### config.mk
export PLATFORM = sky130hd
export DESIGN_NAME = kbc_host_cmd
export DESIGN_NICKNAME = d
export VERILOG_FILES = /design/src/kbc_pkg.sv /design/src/kbc_host_cmd.sv
export SDC_FILE = /design/constraint.sdc
export NUM_CORES = 1
export LEC_CHECK = 0
export ABC_CLOCK_PERIOD_IN_PS = 7920
export BUFFER_PORTS_ARGS = -buffer_cell sky130_fd_sc_hd__buf_2
export CORE_MARGIN = 1.5
export CORE_UTILIZATION = 45
export CTS_CLUSTER_DIAMETER = 30
export DETAILED_ROUTE_END_ITERATION = 6
export GPL_TIMING_DRIVEN = 0
export PLACE_DENSITY_LB_ADDON = 0.3
export SLEW_MARGIN = 20
export SYNTH_ARGS = -nofsm -noshare
export SYNTH_HDL_FRONTEND = slang
export SYNTH_SLANG_ARGS = --single-unit
### constraint.sdc
create_clock -name clk -period 7.92 [get_ports clk]
set_clock_uncertainty 0.15 [all_clocks]
set_input_delay 1.584 -clock clk [delete_from_list [all_inputs] [get_ports clk]]
set_output_delay 1.584 -clock clk [all_outputs]
set_load 0.01 [all_outputs]
### src/kbc_pkg.sv
// Constants for the keyboard controller host-side command logic.
// Assumes a single system clock; depends on no other files.
package kbc_pkg;
    localparam int unsigned CLK_PERIOD_NS = 100;
    localparam int unsigned PULSE_LOW_NS  = 6000;
    localparam int unsigned PULSE_CYC     = (PULSE_LOW_NS + CLK_PERIOD_NS - 1) / CLK_PERIOD_NS;
    localparam logic [7:0]  PULSE_CNT     = 8'(PULSE_CYC);
    localparam int unsigned SYNC_W        = 23;

    // Reset values and version answer.
    localparam logic [7:0] CFG_RESET     = 8'h40;
    localparam logic [7:0] OUTPORT_RESET = 8'hff;
    localparam logic [5:0] INPORT_RESET  = 6'h3f;
    localparam logic [7:0] VERSION_ID    = 8'h5a; // Arbitrary value.

    // Status field positions.
    localparam int unsigned ST_OBF  = 0;
    localparam int unsigned ST_IBF  = 1;
    localparam int unsigned ST_SYS  = 2;
    localparam int unsigned ST_CMD  = 3;
    localparam int unsigned ST_KEY  = 4;

    // Config byte field positions.
    localparam int unsigned CF_KIRQ = 0;
    localparam int unsigned CF_AIRQ = 1;
    localparam int unsigned CF_SYS  = 2;
    localparam int unsigned CF_OVR  = 3;
    localparam int unsigned CF_KDIS = 4;
    localparam int unsigned CF_ADIS = 5;
    localparam int unsigned CF_XLAT = 6;

    // Output port pin positions.
    localparam int unsigned OP_ADAT = 2;
    localparam int unsigned OP_ACLK = 3;
    localparam int unsigned OP_KIRQ = 4;
    localparam int unsigned OP_AIRQ = 5;

    // Command codes.
    localparam logic [7:0] CMD_RD_CFG  = 8'h20;
    localparam logic [7:0] CMD_WR_CFG  = 8'h60;
    localparam logic [7:0] CMD_VER_A   = 8'ha1;
    localparam logic [7:0] CMD_PASSWD  = 8'ha4;
    localparam logic [7:0] CMD_AUX_OFF = 8'ha7;
    localparam logic [7:0] CMD_AUX_ON  = 8'ha8;
    localparam logic [7:0] CMD_AUX_TST = 8'ha9;
    localparam logic [7:0] CMD_SELF    = 8'haa;
    localparam logic [7:0] CMD_KBD_TST = 8'hab;
    localparam logic [7:0] CMD_KBD_OFF = 8'had;
    localparam logic [7:0] CMD_KBD_ON  = 8'hae;
    localparam logic [7:0] CMD_VER_B   = 8'haf;
    localparam logic [7:0] CMD_RD_IN   = 8'hc0;
    localparam logic [7:0] CMD_POLL_LO = 8'hc1;
    localparam logic [7:0] CMD_POLL_HI = 8'hc2;
    localparam logic [7:0] CMD_WP_EN   = 8'hc8;
    localparam logic [7:0] CMD_WP_DIS  = 8'hc9;
    localparam logic [7:0] CMD_MODE    = 8'hca;
    localparam logic [7:0] CMD_RD_OUT  = 8'hd0;
    localparam logic [7:0] CMD_WR_OUT  = 8'hd1;
    localparam logic [7:0] CMD_WR_KOB  = 8'hd2;
    localparam logic [7:0] CMD_WR_AOB  = 8'hd3;
    localparam logic [7:0] CMD_WR_AUX  = 8'hd4;
    localparam logic [7:0] CMD_RD_TEST = 8'he0;
    localparam logic [3:0] GRP_NIBBLE  = 4'h9;
    localparam logic [3:0] GRP_EX      = 4'he;
    localparam logic [3:0] GRP_PULSE   = 4'hf;
    localparam logic [3:0] GRP_PIN     = 4'hb;

    // Answers.
    localparam logic [7:0] ANS_SELF_OK = 8'h55;
    localparam logic [7:0] ANS_IF_OK   = 8'h00;
    localparam logic [7:0] ANS_PASSWD  = 8'hf1;

    typedef enum logic [1:0] {ST_IDLE, ST_ARG, ST_PULSE} kbc_state_e;
endpackage

### src/kbc_host_cmd.sv
// Host-side status, config byte and command interpreter of a keyboard controller.
// Assumes serial engines on the same clock; host bus and pins are asynchronous.
// Functional notes
// (RULE_01) Status read with select high: bit0 output full, bit1 input full.
// (RULE_02) Status bit2 is zero after reset and mirrors config bit2.
// (RULE_03) Status bit3 is 1 after a command write, 0 after a data write.
// (RULE_04) Status bit4 is 0 while keyboard inhibited, 1 otherwise.
// (RULE_05) Bit5: transmit time-out in keyboard-only mode, mouse buffer full otherwise.
// (RULE_06) Bit6: receive time-out keyboard-only; any time-out in mouse-capable mode.
// (RULE_07) Bit7 set on parity error of last serial transfer.
// (RULE_08) Config bits 0 and 1 enable keyboard and mouse interrupt pins.
// (RULE_09) Config bit3 overrides inhibit; bit4 disables keyboard interface.
// (RULE_10) Config bit5: protocol check when 0 keyboard-only; mouse disable otherwise.
// (RULE_11) Config bit6 resets to 1 and enables scan translation; bit7 reserved.
// (RULE_12) 20h reads config byte to output buffer; 60h then data writes it.
// (RULE_13) AAh returns 55h, A9h and ABh return 00h, A4h returns F1h.
// (RULE_14) A7h/A8h set/clear config bit5 and aux clock pin in mouse-capable mode.
// (RULE_15) 9xh writes port pins 13..10; B0h-B7h clear, B8h-BFh set pins.
// (RULE_16) C1h copies pins 11..13, C2h pins 15..17, into status bits 5..7; in mouse-capable mode status bit5 stays the mouse buffer flag.
// (RULE_17) CAh returns mode on bit0: 1 mouse-capable, 0 keyboard-only.
// (RULE_18) D1h then data drives output port; C8h/C9h allow/block pins 22,23.
// (RULE_19) D2h/D3h then data loads output buffer with keyboard/mouse full flag.
// (RULE_20) D4h then data goes to the mouse serial interface.
// (RULE_21) E0h returns test inputs zero and one on bits 0 and 1.
// (RULE_22) Fxh pulses selected port pins 23..20 low for 6 microseconds.
// (RULE_23) All timing derives from the single clock input.
// (RULE_24) Self test answer and keyboard interrupt appear within 6 clocks.
// (RULE_25) Data writes not consumed by a command go to keyboard serial.
// (RULE_26) Input full sets on each host write, clears when byte consumed.
module kbc_host_cmd
    import kbc_pkg::*;
(
    // Clock and reset.
    input  wire logic       clk,
    input  wire logic       rst_n,
    input  wire logic       clkEn,
    // Host parallel bus.
    input  wire logic       chipSel_n,
    input  wire logic       readStb_n,
    input  wire logic       writeStb_n,
    input  wire logic       cmd_data_select,
    input  wire logic [7:0] busDataIn,
    output logic      [7:0] busDataOut,
    output logic            busDataOe,
    // Device pins.
    input  wire logic [7:0] input_port_pins,
    input  wire logic       test_in_zero,
    input  wire logic       test_in_one,
    input  wire logic       mouse_capable_mode,
    output logic      [7:0] output_port_pins,
    output logic      [5:0] inPortOe,
    // Serial engine side.
    input  wire logic       rxValid,
    input  wire logic       rxFromAux,
    input  wire logic [7:0] rxData,
    input  wire logic       txTimeoutPulse,
    input  wire logic       rxTimeoutPulse,
    input  wire logic       parityErrPulse,
    input  wire logic       kbdInhibitIn,
    output logic            rxReady,
    output logic            kbdTxValid,
    output logic            auxTxValid,
    output logic      [7:0] txData,
    output logic            kbdIfOff,
    output logic            auxIfOff,
    output logic            protoCheck,
    output logic            scanXlate
);

    ////////////////////////////////////////////////////////////////////////////////
    // Input port pin index for a B0h-BFh command, 0..5 for pins 10..15, 6/7 for 22/23.
    function automatic logic [2:0] pinIndex(input logic [2:0] sel);
        case (sel)
            3'h4:    pinIndex = 3'h6;
            3'h5:    pinIndex = 3'h7;
            3'h6:    pinIndex = 3'h4;
            3'h7:    pinIndex = 3'h5;
            default: pinIndex = sel;
        endcase
    endfunction

    ////////////////////////////////////////////////////////////////////////////////
    // Three-stage synchroniser; a bit is accepted once stages two and three agree.
    logic [SYNC_W-1:0] s1_q, s2_q, s3_q, acc_q, acc_d;
    logic              wrAct, wrActOld, rdAct, rdActOld, hostWr, hostRdEnd, selNew, modeAux;
    logic [7:0]        dataNew, pinsNew;
    logic              t0New, t1New;

    always_comb begin
        acc_d   = (s2_q & ~(s2_q ^ s3_q)) | (acc_q & (s2_q ^ s3_q));
        wrAct   = ~acc_d[22] & ~acc_d[20];
        rdAct   = ~acc_d[22] & ~acc_d[21];
        wrActOld = ~acc_q[22] & ~acc_q[20];
        rdActOld = ~acc_q[22] & ~acc_q[21];
        selNew  = acc_d[19];
        dataNew = acc_d[18:11];
        pinsNew = acc_q[10:3];
        t0New   = acc_q[2];
        t1New   = acc_q[1];
        modeAux = acc_q[0];
        hostWr  = wrAct & ~wrActOld;
        hostRdEnd = rdActOld & ~rdAct & ~acc_q[19];
    end

    always_ff @(posedge clk) begin
        if (!rst_n) begin
            s1_q  <= '1;
            s2_q  <= '1;
            s3_q  <= '1;
            acc_q <= '1;
        end else if (clkEn) begin
            s1_q  <= {chipSel_n, readStb_n, writeStb_n, cmd_data_select, busDataIn,
                      input_port_pins, test_in_zero, test_in_one, mouse_capable_mode};
            s2_q  <= s1_q;
            s3_q  <= s2_q;
            acc_q <= acc_d;
        end
    end

    ////////////////////////////////////////////////////////////////////////////////
    // Command interpreter and register state.
    kbc_state_e state_q, state_d;
    logic [7:0] cfg_q, cfg_d, obuf_q, obuf_d, ibuf_q, ibuf_d, pend_q, pend_d, outPort_q, outPort_d;
    logic [7:0] pulseCnt_q, pulseCnt_d, status, portPins;
    logic [5:0] inPort_q, inPort_d;
    logic [3:0] pulseSel_q, pulseSel_d;
    logic [2:0] errs_q, errs_d;
    logic       obf_q, obf_d, auxObf_q, auxObf_d, ibf_q, ibf_d, isCmd_q, isCmd_d;
    logic       lastCmd_q, lastCmd_d, wp_q, wp_d, kTx, aTx, rxTake, exec;

    always_comb begin
        state_d = state_q;
        cfg_d = cfg_q;
        obuf_d = obuf_q;
        ibuf_d = ibuf_q;
        pend_d = pend_q;
        outPort_d = outPort_q;
        pulseCnt_d = pulseCnt_q;
        inPort_d = inPort_q;
        pulseSel_d = pulseSel_q;
        errs_d = errs_q;
        obf_d = obf_q;
        auxObf_d = auxObf_q;
        ibf_d = ibf_q;
        isCmd_d = isCmd_q;
        lastCmd_d = lastCmd_q;
        wp_d = wp_q;
        kTx = 1'b0;
        aTx = 1'b0;
        rxTake = rxValid & rxReady & ~obf_q;
        exec = ibf_q & ~rxTake & (state_q != ST_PULSE);
        if (hostRdEnd) begin
            obf_d = 1'b0;
            auxObf_d = 1'b0;
        end
        if (rxTake) begin
            obuf_d = rxData;
            obf_d = 1'b1;
            auxObf_d = rxFromAux;
        end
        if (exec) begin
            ibf_d = 1'b0; // RULE_26
            if (!isCmd_q && state_q == ST_ARG) begin
                state_d = ST_IDLE;
                case (pend_q)
                    CMD_WR_CFG: cfg_d = ibuf_q; // RULE_12
                    CMD_WR_OUT: begin
                        outPort_d = ibuf_q; // RULE_18
                        if (!wp_q) begin
                            outPort_d[OP_ACLK] = outPort_q[OP_ACLK];
                            outPort_d[OP_ADAT] = outPort_q[OP_ADAT];
                        end
                    end
                    CMD_WR_KOB: begin
                        obuf_d = ibuf_q; // RULE_19
                        obf_d = 1'b1;
                        auxObf_d = 1'b0;
                    end
                    CMD_WR_AOB: begin
                        obuf_d = ibuf_q; // RULE_19
                        obf_d = 1'b1;
                        auxObf_d = 1'b1;
                    end
                    default: aTx = 1'b1; // RULE_20
                endcase
            end else if (!isCmd_q) begin
                kTx = 1'b1; // RULE_25
            end else begin
                state_d = ST_IDLE;
                obf_d = 1'b1;
                case (ibuf_q)
                    CMD_RD_CFG:  obuf_d = cfg_q; // RULE_12
                    CMD_VER_A, CMD_VER_B: obuf_d = VERSION_ID;
                    CMD_PASSWD:  obuf_d = ANS_PASSWD; // RULE_13
                    CMD_AUX_TST, CMD_KBD_TST: obuf_d = ANS_IF_OK; // RULE_13
                    CMD_SELF:    obuf_d = ANS_SELF_OK; // RULE_24
                    CMD_RD_IN:   obuf_d = pinsNew;
                    CMD_MODE:    obuf_d = {7'h00, modeAux}; // RULE_17
                    CMD_RD_OUT:  obuf_d = portPins;
                    CMD_RD_TEST: obuf_d = {6'h00, t1New, t0New}; // RULE_21
                    default:     obf_d = obf_q;
                endcase
                if (obf_d && !obf_q) auxObf_d = 1'b0;
                case (ibuf_q)
                    CMD_WR_CFG, CMD_WR_OUT, CMD_WR_KOB, CMD_WR_AOB, CMD_WR_AUX: begin
                        state_d = ST_ARG;
                        pend_d = ibuf_q;
                    end
                    CMD_AUX_OFF, CMD_AUX_ON: if (modeAux) begin
                        cfg_d[CF_ADIS] = (ibuf_q == CMD_AUX_OFF); // RULE_14
                        outPort_d[OP_ACLK] = (ibuf_q == CMD_AUX_OFF); // RULE_14
                    end
                    CMD_KBD_OFF: cfg_d[CF_KDIS] = 1'b1;
                    CMD_KBD_ON:  cfg_d[CF_KDIS] = 1'b0;
                    CMD_POLL_LO: errs_d = pinsNew[3:1]; // RULE_16
                    CMD_POLL_HI: errs_d = pinsNew[7:5]; // RULE_16
                    CMD_WP_EN:   wp_d = 1'b1; // RULE_18
                    CMD_WP_DIS:  wp_d = 1'b0; // RULE_18
                    default: begin
                        if (ibuf_q[7:4] == GRP_NIBBLE) inPort_d[3:0] = ibuf_q[3:0]; // RULE_15
                        if (ibuf_q[7:4] == GRP_PIN) begin
                            if (pinIndex(ibuf_q[2:0]) > 3'h5)
                                outPort_d[pinIndex(ibuf_q[2:0]) - 3'h4] = ibuf_q[3]; // RULE_15
                            else
                                inPort_d[pinIndex(ibuf_q[2:0])] = ibuf_q[3]; // RULE_15
                        end
                        if (ibuf_q[7:4] == GRP_EX && ibuf_q != CMD_RD_TEST) outPort_d[3:1] = ibuf_q[3:1];
                        if (ibuf_q[7:4] == GRP_PULSE && ibuf_q[3:0] != 4'h0) begin
                            state_d = ST_PULSE; // RULE_22
                            pulseSel_d = ibuf_q[3:0];
                            pulseCnt_d = PULSE_CNT;
                        end
                    end
                endcase
            end
        end
        if (state_q == ST_PULSE) begin
            pulseCnt_d = pulseCnt_q - 8'h01; // RULE_23
            if (pulseCnt_q == 8'h01) begin
                state_d = ST_IDLE;
                pulseSel_d = 4'h0;
            end
        end
        if (kTx || aTx) errs_d = 3'h0;
        if (txTimeoutPulse) errs_d[0] = ~modeAux; // RULE_05
        if (txTimeoutPulse && modeAux) errs_d[1] = 1'b1; // RULE_06
        if (rxTimeoutPulse) errs_d[1] = 1'b1; // RULE_06
        if (parityErrPulse) errs_d[2] = 1'b1; // RULE_07
        if (hostWr) begin
            ibf_d = 1'b1; // RULE_26
            ibuf_d = dataNew;
            isCmd_d = selNew;
            lastCmd_d = selNew; // RULE_03
        end
        portPins = outPort_d;
        portPins[OP_KIRQ] = cfg_d[CF_KIRQ] & obf_d & ~auxObf_d; // RULE_08
        portPins[OP_AIRQ] = cfg_d[CF_AIRQ] & auxObf_d; // RULE_08
        portPins[3:0] = portPins[3:0] & ~pulseSel_d; // RULE_22
        status[ST_OBF] = obf_d; // RULE_01
        status[ST_IBF] = ibf_d; // RULE_01
        status[ST_SYS] = cfg_d[CF_SYS]; // RULE_02
        status[ST_CMD] = lastCmd_d; // RULE_03
        status[ST_KEY] = ~kbdInhibitIn | cfg_d[CF_OVR]; // RULE_04 RULE_09
        status[5] = modeAux ? auxObf_d : errs_d[0]; // RULE_05
        status[7:6] = errs_d[2:1]; // RULE_06 RULE_07
    end

    always_ff @(posedge clk) begin
        if (!rst_n) begin
            state_q <= ST_IDLE;
            cfg_q <= CFG_RESET; // RULE_11
            obuf_q <= 8'h00;
            ibuf_q <= 8'h00;
            pend_q <= 8'h00;
            outPort_q <= OUTPORT_RESET;
            pulseCnt_q <= 8'h00;
            inPort_q <= INPORT_RESET;
            pulseSel_q <= 4'h0;
            errs_q <= 3'h0;
            obf_q <= 1'b0;
            auxObf_q <= 1'b0;
            ibf_q <= 1'b0;
            isCmd_q <= 1'b0;
            lastCmd_q <= 1'b0;
            wp_q <= 1'b0;
        end else if (clkEn) begin
            state_q <= state_d;
            cfg_q <= cfg_d;
            obuf_q <= obuf_d;
            ibuf_q <= ibuf_d;
            pend_q <= pend_d;
            outPort_q <= outPort_d;
            pulseCnt_q <= pulseCnt_d;
            inPort_q <= inPort_d;
            pulseSel_q <= pulseSel_d;
            errs_q <= errs_d;
            obf_q <= obf_d;
            auxObf_q <= auxObf_d;
            ibf_q <= ibf_d;
            isCmd_q <= isCmd_d;
            lastCmd_q <= lastCmd_d;
            wp_q <= wp_d;
        end
    end

    ////////////////////////////////////////////////////////////////////////////////
    // Registered outputs.
    always_ff @(posedge clk) begin
        if (!rst_n) begin
            busDataOut <= 8'h00;
            busDataOe <= 1'b0;
            output_port_pins <= OUTPORT_RESET & 8'hcf;
            inPortOe <= 6'h00;
            rxReady <= 1'b0;
            kbdTxValid <= 1'b0;
            auxTxValid <= 1'b0;
            txData <= 8'h00;
            kbdIfOff <= 1'b0;
            auxIfOff <= 1'b0;
            protoCheck <= 1'b0;
            scanXlate <= 1'b1;
        end else if (clkEn) begin
            busDataOut <= selNew ? status : obuf_d; // RULE_01
            busDataOe <= rdAct;
            output_port_pins <= portPins; // RULE_08
            inPortOe <= ~inPort_d;
            rxReady <= ~obf_d;
            kbdTxValid <= kTx; // RULE_25
            auxTxValid <= aTx; // RULE_20
            txData <= (kTx || aTx) ? ibuf_q : txData;
            kbdIfOff <= cfg_d[CF_KDIS]; // RULE_09
            auxIfOff <= modeAux & cfg_d[CF_ADIS]; // RULE_10
            protoCheck <= ~modeAux & ~cfg_d[CF_ADIS]; // RULE_10
            scanXlate <= cfg_d[CF_XLAT]; // RULE_11
        end
    end

endmodule // kbc_host_cmd

==> impl_metrics.json, run 1 <==
{
  "cts_setup_buffers": 0,
  "numCtsBuffers": 17,
  "synth.distinct_cells": 84,
  "row_count": 52,
  "grt_max_degree": 22,
  "cts_tree": "done",
  "critPathMaxFanout": 8,
  "rsz0062_at_grt": "false",
  "portBuffers": 77,
  "die_h_um": 147.0,
  "power.density_nw_per_um2": 193.0,
  "crit_family": "simple AND/OR/NAND/NOR gates",
  "gp_congestion": 0.9527,
  "grt_usage_pct": 28.91,
  "fp.dieW_um": 147.0,
  "first_pass_iters": 6,
  "drt-initial-drc-count": 815,
  "clk_latency_ns": 0.46,
  "antenna_found_initial": 0,
  "setup_viol": 0,
  "min_path_type": "reg2reg",
  "routedWlPerCell_um": 20.57,
  "yosysSeqAreaShare_pct": 41.43,
  "cts.htree.levels": 4,
  "diodes": 0,
  "max_cap_violations": 0,
  "ys_seq_elements": 193,
  "ys.flop_type": "dfxtp_1",
  "r2r_setup_slack_ns": 4.52,
  "grt_pass1_wl_mm": 47.82,
  "ys.warnings.count": 0,
  "hold_buffers": 0,
  "vias": 8860,
  "area_growth_syn_to_layout_pct": 14.64,
  "synth_nets": 1162,
  "finalCritPeriodShare_pct": 50.60,
  "wirelength_mm": 30.84,
  "grt_pass1_vias": 8318,
  "vdd_drop_max_v": 0.0002008,
  "avgSynthCellArea_um2": 8.326,
  "min_from": "lastCmd_q$_SDFFE_PN0P_",
  "start_util_pct": 45.94,
  "tightest_slew_ns": 0.8986,
  "async_reset_ff_share_pct": 0,
  "r2r_start": "ibuf_q[5]$_SDFFE_PN0P_",
  "crit_arrival_ns": 4.16,
  "crit_chain": "buf_2 > nand3b_1 > nand4_1 > or2_2 > or3_1 > o211ai_1 > o21ai_0 > a21oi_1 > a211oi_1",
  "period_minus_slack_ns": 4.008,
  "syn_inst": 1120,
  "num-fill-cells": 1987,
  "remaining_drc_errors": 0,
  "nets": 1258,
  "setup.worst_path.end_class": "register",
  "io_pins": 78,
  "hold_viol": 0,
  "fin_setup_tns_ns": 0,
  "place_ws_ns": 3.544,
  "cts_resized": 0,
  "clock-sinks": 193,
  "setup_ws_ns": 3.912,
  "dp_hpwl_mm": 22.39,
  "drv_slew": 0,
  "start_kind": "input port",
  "cts.path.max_buffers": 2,
  "die_area_um2": 21600,
  "worstPathRequired_ns": 8.07,
  "outcome": "completed",
  "slew_headroom_pct": 39.54,
  "slowest_stage": "or2_2",
  "cpPeakStageDelay_ns": 0.50,
  "route.antenna.remaining_nets": 0,
  "clkTransAtPathRegs_ns": 0.08,
  "p_leak_nw": 4.095,
  "grt_overflow_total": 0,
  "path_buf_inv": 1,
  "vias_per_cell": 5.911,
  "crit_type": "in2reg",
  "fmax_mhz": 249.5,
  "netlist_area_um2": 9325,
  "synth_edf_count": 0,
  "core_area_um2": 20300,
  "layout-drive-gt1-share_pct": 11.55,
  "root_buffer": "clkbuf_16",
  "startpoint": "rxValid"
}
final timing paths:
| check | end | depth (start not counted) |
|---|---|---|
| min reg2reg | lastCmd_q$_SDFFE_PN0P_ | 2 |
| max reg2reg | busDataOut[2]$_SDFFE_PN0P_ | 9 |
| max | errs_q[2]$_SDFFE_PN0P_ | 9 |
| min | lastCmd_q$_SDFFE_PN0P_ | 2 |
cells by family (layout without fill, tap and decap cells):
kind of cell    Yosys count  count (layout)  synth area share, %
fa+ha+maj                 4               4               0.4830
simple gates            413             413                21.41
compound gates          294             294                19.63
xor+xnor                  8               8               0.7513
mux                     110             110                11.82
flops                   193             193                41.43
buf+inv                  98             207                4.468
registers in the layout, summed over array words and instances, names as in the netlist, 8 cells and up, named ones only:
name / cells
s2_q: 23
ibuf_q: 8
acc_q: 12
s1_q: 23
pulseCnt_q: 8
obuf_q: 8
pend_q: 8
s3_q: 23
busDataOut: 8
txData: 8
cfg_q: 8
layout make-up:
type	instances	area, µm²	area share, %
Buffer	84	364.1	3.406
Sequential cell	193	3864	36.14
Clock inverter	15	216.5	2.025
Multi-Input combinational cell	829	5045	47.19
Clock buffer	17	425.4	3.979
Inverter	14	52.55	0.4916
Timing Repair Buffer	77	385.4	3.605
Tap cell	270	337.8	3.160
cell usage in the layout (no fill, tap or decap), types with 4 or more instances in the layout:
cell       instances
a211oi_1          12
a21o_1             4
a21oi_1          113
a22oi_1            8
a31oi_1            6
a32oi_1            6
and2_1             5
and3_1            10
buf_1             11
buf_2             86
clkbuf_1          58
clkbuf_16         17
clkinv_8           7
dfxtp_1          193
inv_1             11
mux2i_1          109
nand2_1          152
nand2b_1          35
nand3_1           23
nand3b_1           4
nand4_1            4
nand4b_1           4
nor2_1           100
nor2b_1           10
nor3_1            25
nor4_1             8
o211ai_1          13
o21a_1             7
o21ai_0           72
o221ai_1           5
o31a_1             4
o31ai_1            7
or3_1              4
xnor2_1            4
xor2_1             4
where the power goes:
group	leakage (nW)	internal (mW)	switching, mW
registers	1.57	0.991	0.0154
logic	2.22	0.0471	0.0855
clock network	0.305	0.463	0.462
synthesized netlist by cell type, drive strengths merged (23+ instances only):
cell type | number | area [µm²]
nand2b | 35 | 219.0
clkbuf | 58 | 217.7
mux2i | 109 | 1091
buf | 26 | 146.4
a21oi | 114 | 574.3
nand2 | 152 | 570.6
dfxtp | 193 | 3864
nor3 | 25 | 125.1
nor2 | 101 | 381.6
o21ai | 74 | 370.4
nand3 | 23 | 115.1
stage by stage:
step           power (mW)  area [µm²]  hold WS (ns)  cells  util, %
5_1_grt             2.119       10690        0.3422   1499    52.66
3_3_place_gp        1.157       10050        0.2939   1467    49.50
6_report            2.063       10690        0.3074   1499    52.66
3_5_place_dp        1.159       10050        0.2926   1467    49.50
4_1_cts             2.062       10690        0.3042   1499    52.66
2_1_floorplan       1.106        9325        0.2758   1120        -
worst register-to-register path, delay by kind of cell (launching register included):
family          cells  cell delay, ns
simple gates        3            1.00
compound gates      3            0.90
flops               1            0.32
mux                 1            0.12
buf+inv             2            0.80
routing by layer:
layer / up-vias / track usage [%] / share of wire [%] / routed length (µm)
li1: 4192 / - / - / -
met1: 4188 / 39.95 / 44 / 13650
met2: 421 / 45.57 / 45 / 13970
met3: 59 / 4.565 / 7.7 / 2382
met4: 0 / 10.85 / 2.7 / 835
met5: - / 0 / 0 / 0
(Power assumes the default switching activity.)
==> run 2: changes to the inputs <==
--- a/config.mk
+++ b/config.mk
@@ -5,7 +5,8 @@
 export SDC_FILE = /design/constraint.sdc
 export NUM_CORES = 1
 export LEC_CHECK = 0
-export ABC_CLOCK_PERIOD_IN_PS = 7920
+export ABC_AREA = 1
+export ABC_CLOCK_PERIOD_IN_PS = 3400
 export BUFFER_PORTS_ARGS = -buffer_cell sky130_fd_sc_hd__buf_2
 export CORE_MARGIN = 1.5
 export CORE_UTILIZATION = 45
==> constraint.sdc (replaced) <==
create_clock -name clk -period 3.4 [get_ports clk]
set_clock_uncertainty 0.15 [all_clocks]
set_input_delay 0.68 -clock clk [delete_from_list [all_inputs] [get_ports clk]]
set_output_delay 0.68 -clock clk [all_outputs]
set_load 0.01 [all_outputs]
==> impl_metrics.json, run 2 <==
{
  "top_regs": "s1_q (23), s2_q (23), s3_q (23)",
  "grt_pass1_vias": 8606,
  "wirelength_mm": 32.81,
  "r2r_setup_slack_ns": 0.49,
  "layout-drive-gt1-share_pct": 14.00,
  "drv_slew": 0,
  "diodes": 0,
  "first_pass_iters": 6,
  "min_path_type": "in2reg",
  "cts_tree": "done",
  "path_buf_inv": 1,
  "final_cell_mix": "nand2_1, dfxtp_1, a21oi_1",
  "fmax_mhz": 343.5,
  "numCtsBuffers": 17,
  "row_count": 51,
  "tightest_slew_ns": 0.9862,
  "p_leak_nw": 4.657,
  "nets": 1415,
  "vdd_drop_max_v": 0.0003742,
  "synth.distinct_cells": 54,
  "finalCritPeriodShare_pct": 85.63,
  "yosysTopAreaCell": "dfxtp_1",
  "drt-initial-drc-count": 781,
  "outcome": "completed",
  "die_area_um2": 21110,
  "crit_family": "simple AND/OR/NAND/NOR gates",
  "clock-sinks": 193,
  "core_area_um2": 19650,
  "avgSynthCellArea_um2": 7.135,
  "synth_common_cells": "nand2_1, dfxtp_1, a21oi_1, o21ai_0, nand3_1",
  "dp_hpwl_mm": 24.46,
  "portBuffers": 77,
  "root_buffer": "clkbuf_16",
  "slew_headroom_pct": 34.25,
  "hold_viol": 0,
  "r2r_start": "ibuf_q[1]$_SDFFE_PN0P_",
  "cts.path.max_buffers": 2,
  "power.density_nw_per_um2": 477.7,
  "io_pins": 78,
  "cts_setup_buffers": 0,
  "synth.top_cells.by_area": "dfxtp_1, nand2_1, a21oi_1",
  "ys.flop_type": "dfxtp_1",
  "grt_usage_pct": 31.03,
  "cpPeakStageDelay_ns": 0.62,
  "finalPower_mw": 4.987,
  "ys.warnings.count": 0,
  "synth_nets": 1319,
  "die_h_um": 145.3,
  "gp_congestion": 0.9788,
  "vias": 9233,
  "clkTransAtPathRegs_ns": 0.08,
  "crit_arrival_ns": 3.06,
  "syn_inst": 1277,
  "final_common_cell": "nand2_1",
  "num-fill-cells": 2062,
  "start_util_pct": 46.36,
  "route.antenna.remaining_nets": 0,
  "worstPathRequired_ns": 3.55,
  "critPathMaxFanout": 8,
  "start_kind": "register",
  "hold_buffers": 0,
  "area_growth_syn_to_layout_pct": 14.58,
  "routedWlPerCell_um": 19.87,
  "yosysMostFrequentCell": "nand2_1",
  "grt_pass1_wl_mm": 49.78,
  "rsz0062_at_grt": "false",
  "antenna_found_initial": 0,
  "crit_type": "reg2reg",
  "grt_overflow_total": 0,
  "worstReg2RegEnd": "busDataOut[5]$_SDFFE_PN0P_",
  "max_cap_violations": 0,
  "ys_seq_elements": 193,
  "startpoint": "ibuf_q[1]$_SDFFE_PN0P_",
  "fin_setup_tns_ns": 0,
  "cts_resized": 0,
  "setup.worst_path.end_class": "register",
  "yosysSeqAreaShare_pct": 42.41,
  "period_minus_slack_ns": 2.911,
  "setup_viol": 0,
  "netlist.area_leader.share_pct": 42.41,
  "cts.htree.levels": 4,
  "synth_edf_count": 0,
  "cp-endpoint": "busDataOut[5]$_SDFFE_PN0P_",
  "placed_cells": 1619,
  "remaining_drc_errors": 0,
  "reg2reg_depth": 11,
  "path_depth": 11,
  "slowest_stage": "dfxtp_1",
  "crit_chain": "nand2_1 > nor2_2 > o21ai_1 > nor2_1 > o211ai_1 > o211ai_1 > nand3_1 > nand3_1 > inv_1 > a21oi_1 > a21oi_1",
  "stdcell_count": 1651,
  "netlist_area_um2": 9111,
  "grt_max_degree": 20,
  "vias_per_cell": 5.592,
  "async_reset_ff_share_pct": 0,
  "fp.dieW_um": 145.3,
  "clk_latency_ns": 0.44
}
-- run 2: kinds of logic (layout without fill, tap and decap cells) --
family / Yosys count / in the layout / share of synthesized area (%)
AND/OR/NAND/NOR: 569 / 569 / 27.99
multiplexers: 8 / 8 / 0.8789
XOR/XNOR: 2 / 2 / 0.1923
adder cells (fa/ha/maj): 11 / 11 / 1.263
flip-flops: 193 / 193 / 42.41
buffers and inverters: 180 / 289 / 8.020
AO/OA/AOI/OAI: 314 / 314 / 19.25
-- run 2: where the power goes --
| part | leakage, nW | internal [mW] | total, mW | switching (mW) |
|---|---|---|---|---|
| sequential | 1.59 | 2.36 | 2.43 | 0.0696 |
| combinational | 2.78 | 0.151 | 0.460 | 0.309 |
| clock | 0.292 | 1.07 | 2.09 | 1.02 |
| total | 4.66 | 3.59 | 4.99 | 1.40 |
-- run 2: per-stage QoR --
stage,util (%),setup slack (ns),cell area (µm²),hold slack [ns]
after floorplan,-,1.136,9111,0.2750
after global placement,50.01,0.3109,9828,0.2865
after detailed placement,50.01,0.3285,9828,0.2918
after CTS,53.12,0.5217,10440,0.2871
after global routing,53.12,0.3696,10440,0.2886
final,53.12,0.4887,10440,0.2913
-- run 2: worst min-delay path, stage by stage --
cell	delay, ns
buf_2	0.07
nand2_1	0.04
nand3_1	0.06
-- run 2: how the worst min path moves through the flow --
stage                                        start                  endpoint  slack, ns  depth (start not counted)
after floorplan           inPort_q[4]$_SDFFE_PN1P_  inPort_q[4]$_SDFFE_PN1P_       0.28                          2
after global placement    inPort_q[4]$_SDFFE_PN1P_  inPort_q[4]$_SDFFE_PN1P_       0.29                          2
after detailed placement  inPort_q[4]$_SDFFE_PN1P_  inPort_q[4]$_SDFFE_PN1P_       0.29                          2
after CTS                       input_port_pins[6]      s1_q[9]$_SDFFE_PN1P_       0.29                          3
after global routing            mouse_capable_mode      s1_q[0]$_SDFFE_PN1P_       0.29                          3
final                           input_port_pins[6]      s1_q[9]$_SDFFE_PN1P_       0.29                          3
-- run 2: cell type report --
type                       instances  area [µm²]  share of cell area [%]
timing repair buffer              77       385.4                   3.691
clock inverter                    14       172.7                   1.654
tap                              265       331.6                   3.176
sequential                       193        3864                   37.01
clock buffer                      18       439.2                   4.207
inverter                         109       409.1                   3.919
buffer                            71       321.6                   3.080
multi-input combinational        904        4517                   43.26
-- run 2: per-layer routing --
layer / share of wire, % / global-route usage, %
met5: 0 / 0
met3: 6.4 / 5.629
met4: 4.2 / 13.72
met1: 42 / 39.34
met2: 47 / 51.38
==> run 3: changes to the inputs <==
--- a/config.mk
+++ b/config.mk
@@ -6,10 +6,11 @@
 export NUM_CORES = 1
 export LEC_CHECK = 0
 export ABC_AREA = 1
-export ABC_CLOCK_PERIOD_IN_PS = 3400
 export BUFFER_PORTS_ARGS = -buffer_cell sky130_fd_sc_hd__buf_2
+export CELL_PAD_IN_SITES_DETAIL_PLACEMENT = 1
+export CELL_PAD_IN_SITES_GLOBAL_PLACEMENT = 2
 export CORE_MARGIN = 1.5
-export CORE_UTILIZATION = 45
+export CORE_UTILIZATION = 31
 export CTS_CLUSTER_DIAMETER = 30
 export DETAILED_ROUTE_END_ITERATION = 6
 export GPL_TIMING_DRIVEN = 0
==> impl_metrics.json, run 3 (synthesis results as in run 2) <==
{
  "cp-endpoint": "busDataOut[7]$_SDFFE_PN0P_",
  "top_regs": "s1_q (23), s2_q (23), s3_q (23)",
  "r2r_setup_slack_ns": 0.27,
  "period_minus_slack_ns": 3.127,
  "io_pins": 78,
  "clock-sinks": 193,
  "start_util_pct": 31.66,
  "place_area_um2": 9977,
  "vias": 9130,
  "cts_tree": "done",
  "fmax_mhz": 319.8,
  "grt_pass1_vias": 9133,
  "worstReg2RegEnd": "busDataOut[7]$_SDFFE_PN0P_",
  "cts.htree.levels": 4,
  "antenna_found_initial": 0,
  "die_h_um": 174.4,
  "routedWlPerCell_um": 20.38,
  "grt_overflow_total": 0,
  "num-fill-cells": 3669,
  "setup.worst_path.end_class": "register",
  "startpoint": "ibuf_q[1]$_SDFFE_PN0P_",
  "multi_input_area_um2": 4517,
  "rsz0062_at_grt": "false",
  "area_growth_syn_to_layout_pct": 16.52,
  "die_area_um2": 30430,
  "final_common_cell": "nand2_1",
  "cts_setup_buffers": 0,
  "r2r_start": "ibuf_q[1]$_SDFFE_PN0P_",
  "clk_latency_ns": 0.45,
  "slowest_stage": "dfxtp_1",
  "clkTransAtPathRegs_ns": 0.09,
  "start_kind": "register",
  "cts_resized": 0,
  "tightest_slew_ns": 0.9017,
  "cpPeakStageDelay_ns": 0.62,
  "stdcell_count": 1770,
  "root_buffer": "clkbuf_16",
  "min_from": "input_port_pins[4]",
  "placed_cells": 1738,
  "finalPower_mw": 5.098,
  "grt_max_degree": 24,
  "nets": 1415,
  "outcome": "completed",
  "finalCritPeriodShare_pct": 91.97,
  "crit_arrival_ns": 3.28,
  "drv_slew": 0,
  "place_ws_ns": 0.1277,
  "path_depth": 9,
  "wirelength_mm": 36.06,
  "remaining_drc_errors": 0,
  "fp.dieW_um": 174.4,
  "dp_hpwl_mm": 27.92,
  "crit_type": "reg2reg",
  "numCtsBuffers": 17,
  "layout-drive-gt1-share_pct": 14.00,
  "reg2reg_depth": 9,
  "row_count": 62,
  "drt-initial-drc-count": 549,
  "critPathMaxFanout": 8,
  "grt_usage_pct": 24.25,
  "route.antenna.remaining_nets": 0,
  "setup_viol": 0,
  "final_cell_mix": "nand2_1, dfxtp_1, a21oi_1",
  "portBuffers": 77,
  "first_pass_iters": 5,
  "max_cap_violations": 0,
  "vias_per_cell": 5.158,
  "crit_chain": "nand2_1 > nor2_2 > o21ai_1 > nor2_1 > nand3_1 > a31oi_1 > nand2_1 > nand2_1 > a21oi_1",
  "vdd_drop_max_v": 0.0002510,
  "min_path_type": "in2reg",
  "power.density_nw_per_um2": 480.2,
  "hold_viol": 0,
  "gp_congestion": 0.9466,
  "cp_common_cell": "nand2_1",
  "diodes": 0,
  "cts.path.max_buffers": 2,
  "hold_buffers": 0,
  "worstPathRequired_ns": 3.55,
  "grt_pass1_wl_mm": 55.42,
  "core_area_um2": 28780,
  "regArea_um2": 3864,
  "path_buf_inv": 0,
  "fin_setup_tns_ns": 0,
  "slew_headroom_pct": 39.89,
  "setup_ws_ns": 0.2732,
  "finish.instance_area_um2": 10620,
  "p_leak_nw": 4.669,
  "crit_family": "simple AND/OR/NAND/NOR gates"
}
[run 3: cell types whose count changed in the layout (fill, tap and decap cells not counted)]
cell        before  now
clkinvlp_4       2    1
clkinv_2         1    0
clkbuf_8         1    0
inv_12           0    5
inv_16           0    1
bufinv_16        1    0
clkinv_4         1    0
inv_6            3    2
[run 3: report_power, final]
group / switching (mW) / leakage (nW) / total (mW) / internal [mW]
Sequential: 0.0736 / 1.59 / 2.44 / 2.36
Combinational: 0.313 / 2.78 / 0.465 / 0.151
Clock: 1.16 / 0.305 / 2.20 / 1.04
[run 3: worst reg2reg max path, cell delays in order (launching register included)]
cell and delay [ns]:
dfxtp_1 0.62, nand2_1 0.19, nor2_2 0.41, o21ai_1 0.16, nor2_1 0.44, nand3_1 0.20
a31oi_1 0.54, nand2_1 0.10, nand2_1 0.10, a21oi_1 0.06
[run 3: final cells by class]
type / count / area share (%)
multi-input cells: 904 / 42.55
flip-flops and latches: 193 / 36.39
well taps: 384 / 4.526
clock buffers: 17 / 4.007
inverters: 109 / 3.854
repair buffers: 77 / 3.630
plain buffers: 71 / 3.029
clock inverters: 15 / 2.015
[run 3: routing by layer]
metal  global-route usage (%)  routed length (µm)  up-vias
met5                        0                   0        -
met4                    8.441                1059        0
met3                    2.734                1164       52
met2                    41.63               17420      184
met1                    31.39               16420     4439
li1                         -                   -     4455
[run 3: how the worst min path moves through the flow]
stage                          endpoint  slack [ns]  cells after the start
3_5_place_dp      s1_q[16]$_SDFFE_PN1P_        0.29                      2
2_1_floorplan  inPort_q[4]$_SDFFE_PN1P_        0.28                      2
6_report           s1_q[7]$_SDFFE_PN1P_        0.27                      3
3_3_place_gp   inPortOe[5]$_SDFFE_PN0P_        0.28                      1
5_1_grt            s1_q[4]$_SDFFE_PN1P_        0.27                      3
4_1_cts            s1_q[0]$_SDFFE_PN1P_        0.26                      3
[run 3: metrics by stage]
step / util, % / hold slack (ns)
after floorplan: - / 0.2750
final: 36.89 / 0.2726
after detailed placement: 34.67 / 0.2948
after global routing: 36.89 / 0.2668
after global placement: 34.67 / 0.2812
after CTS: 36.89 / 0.2599
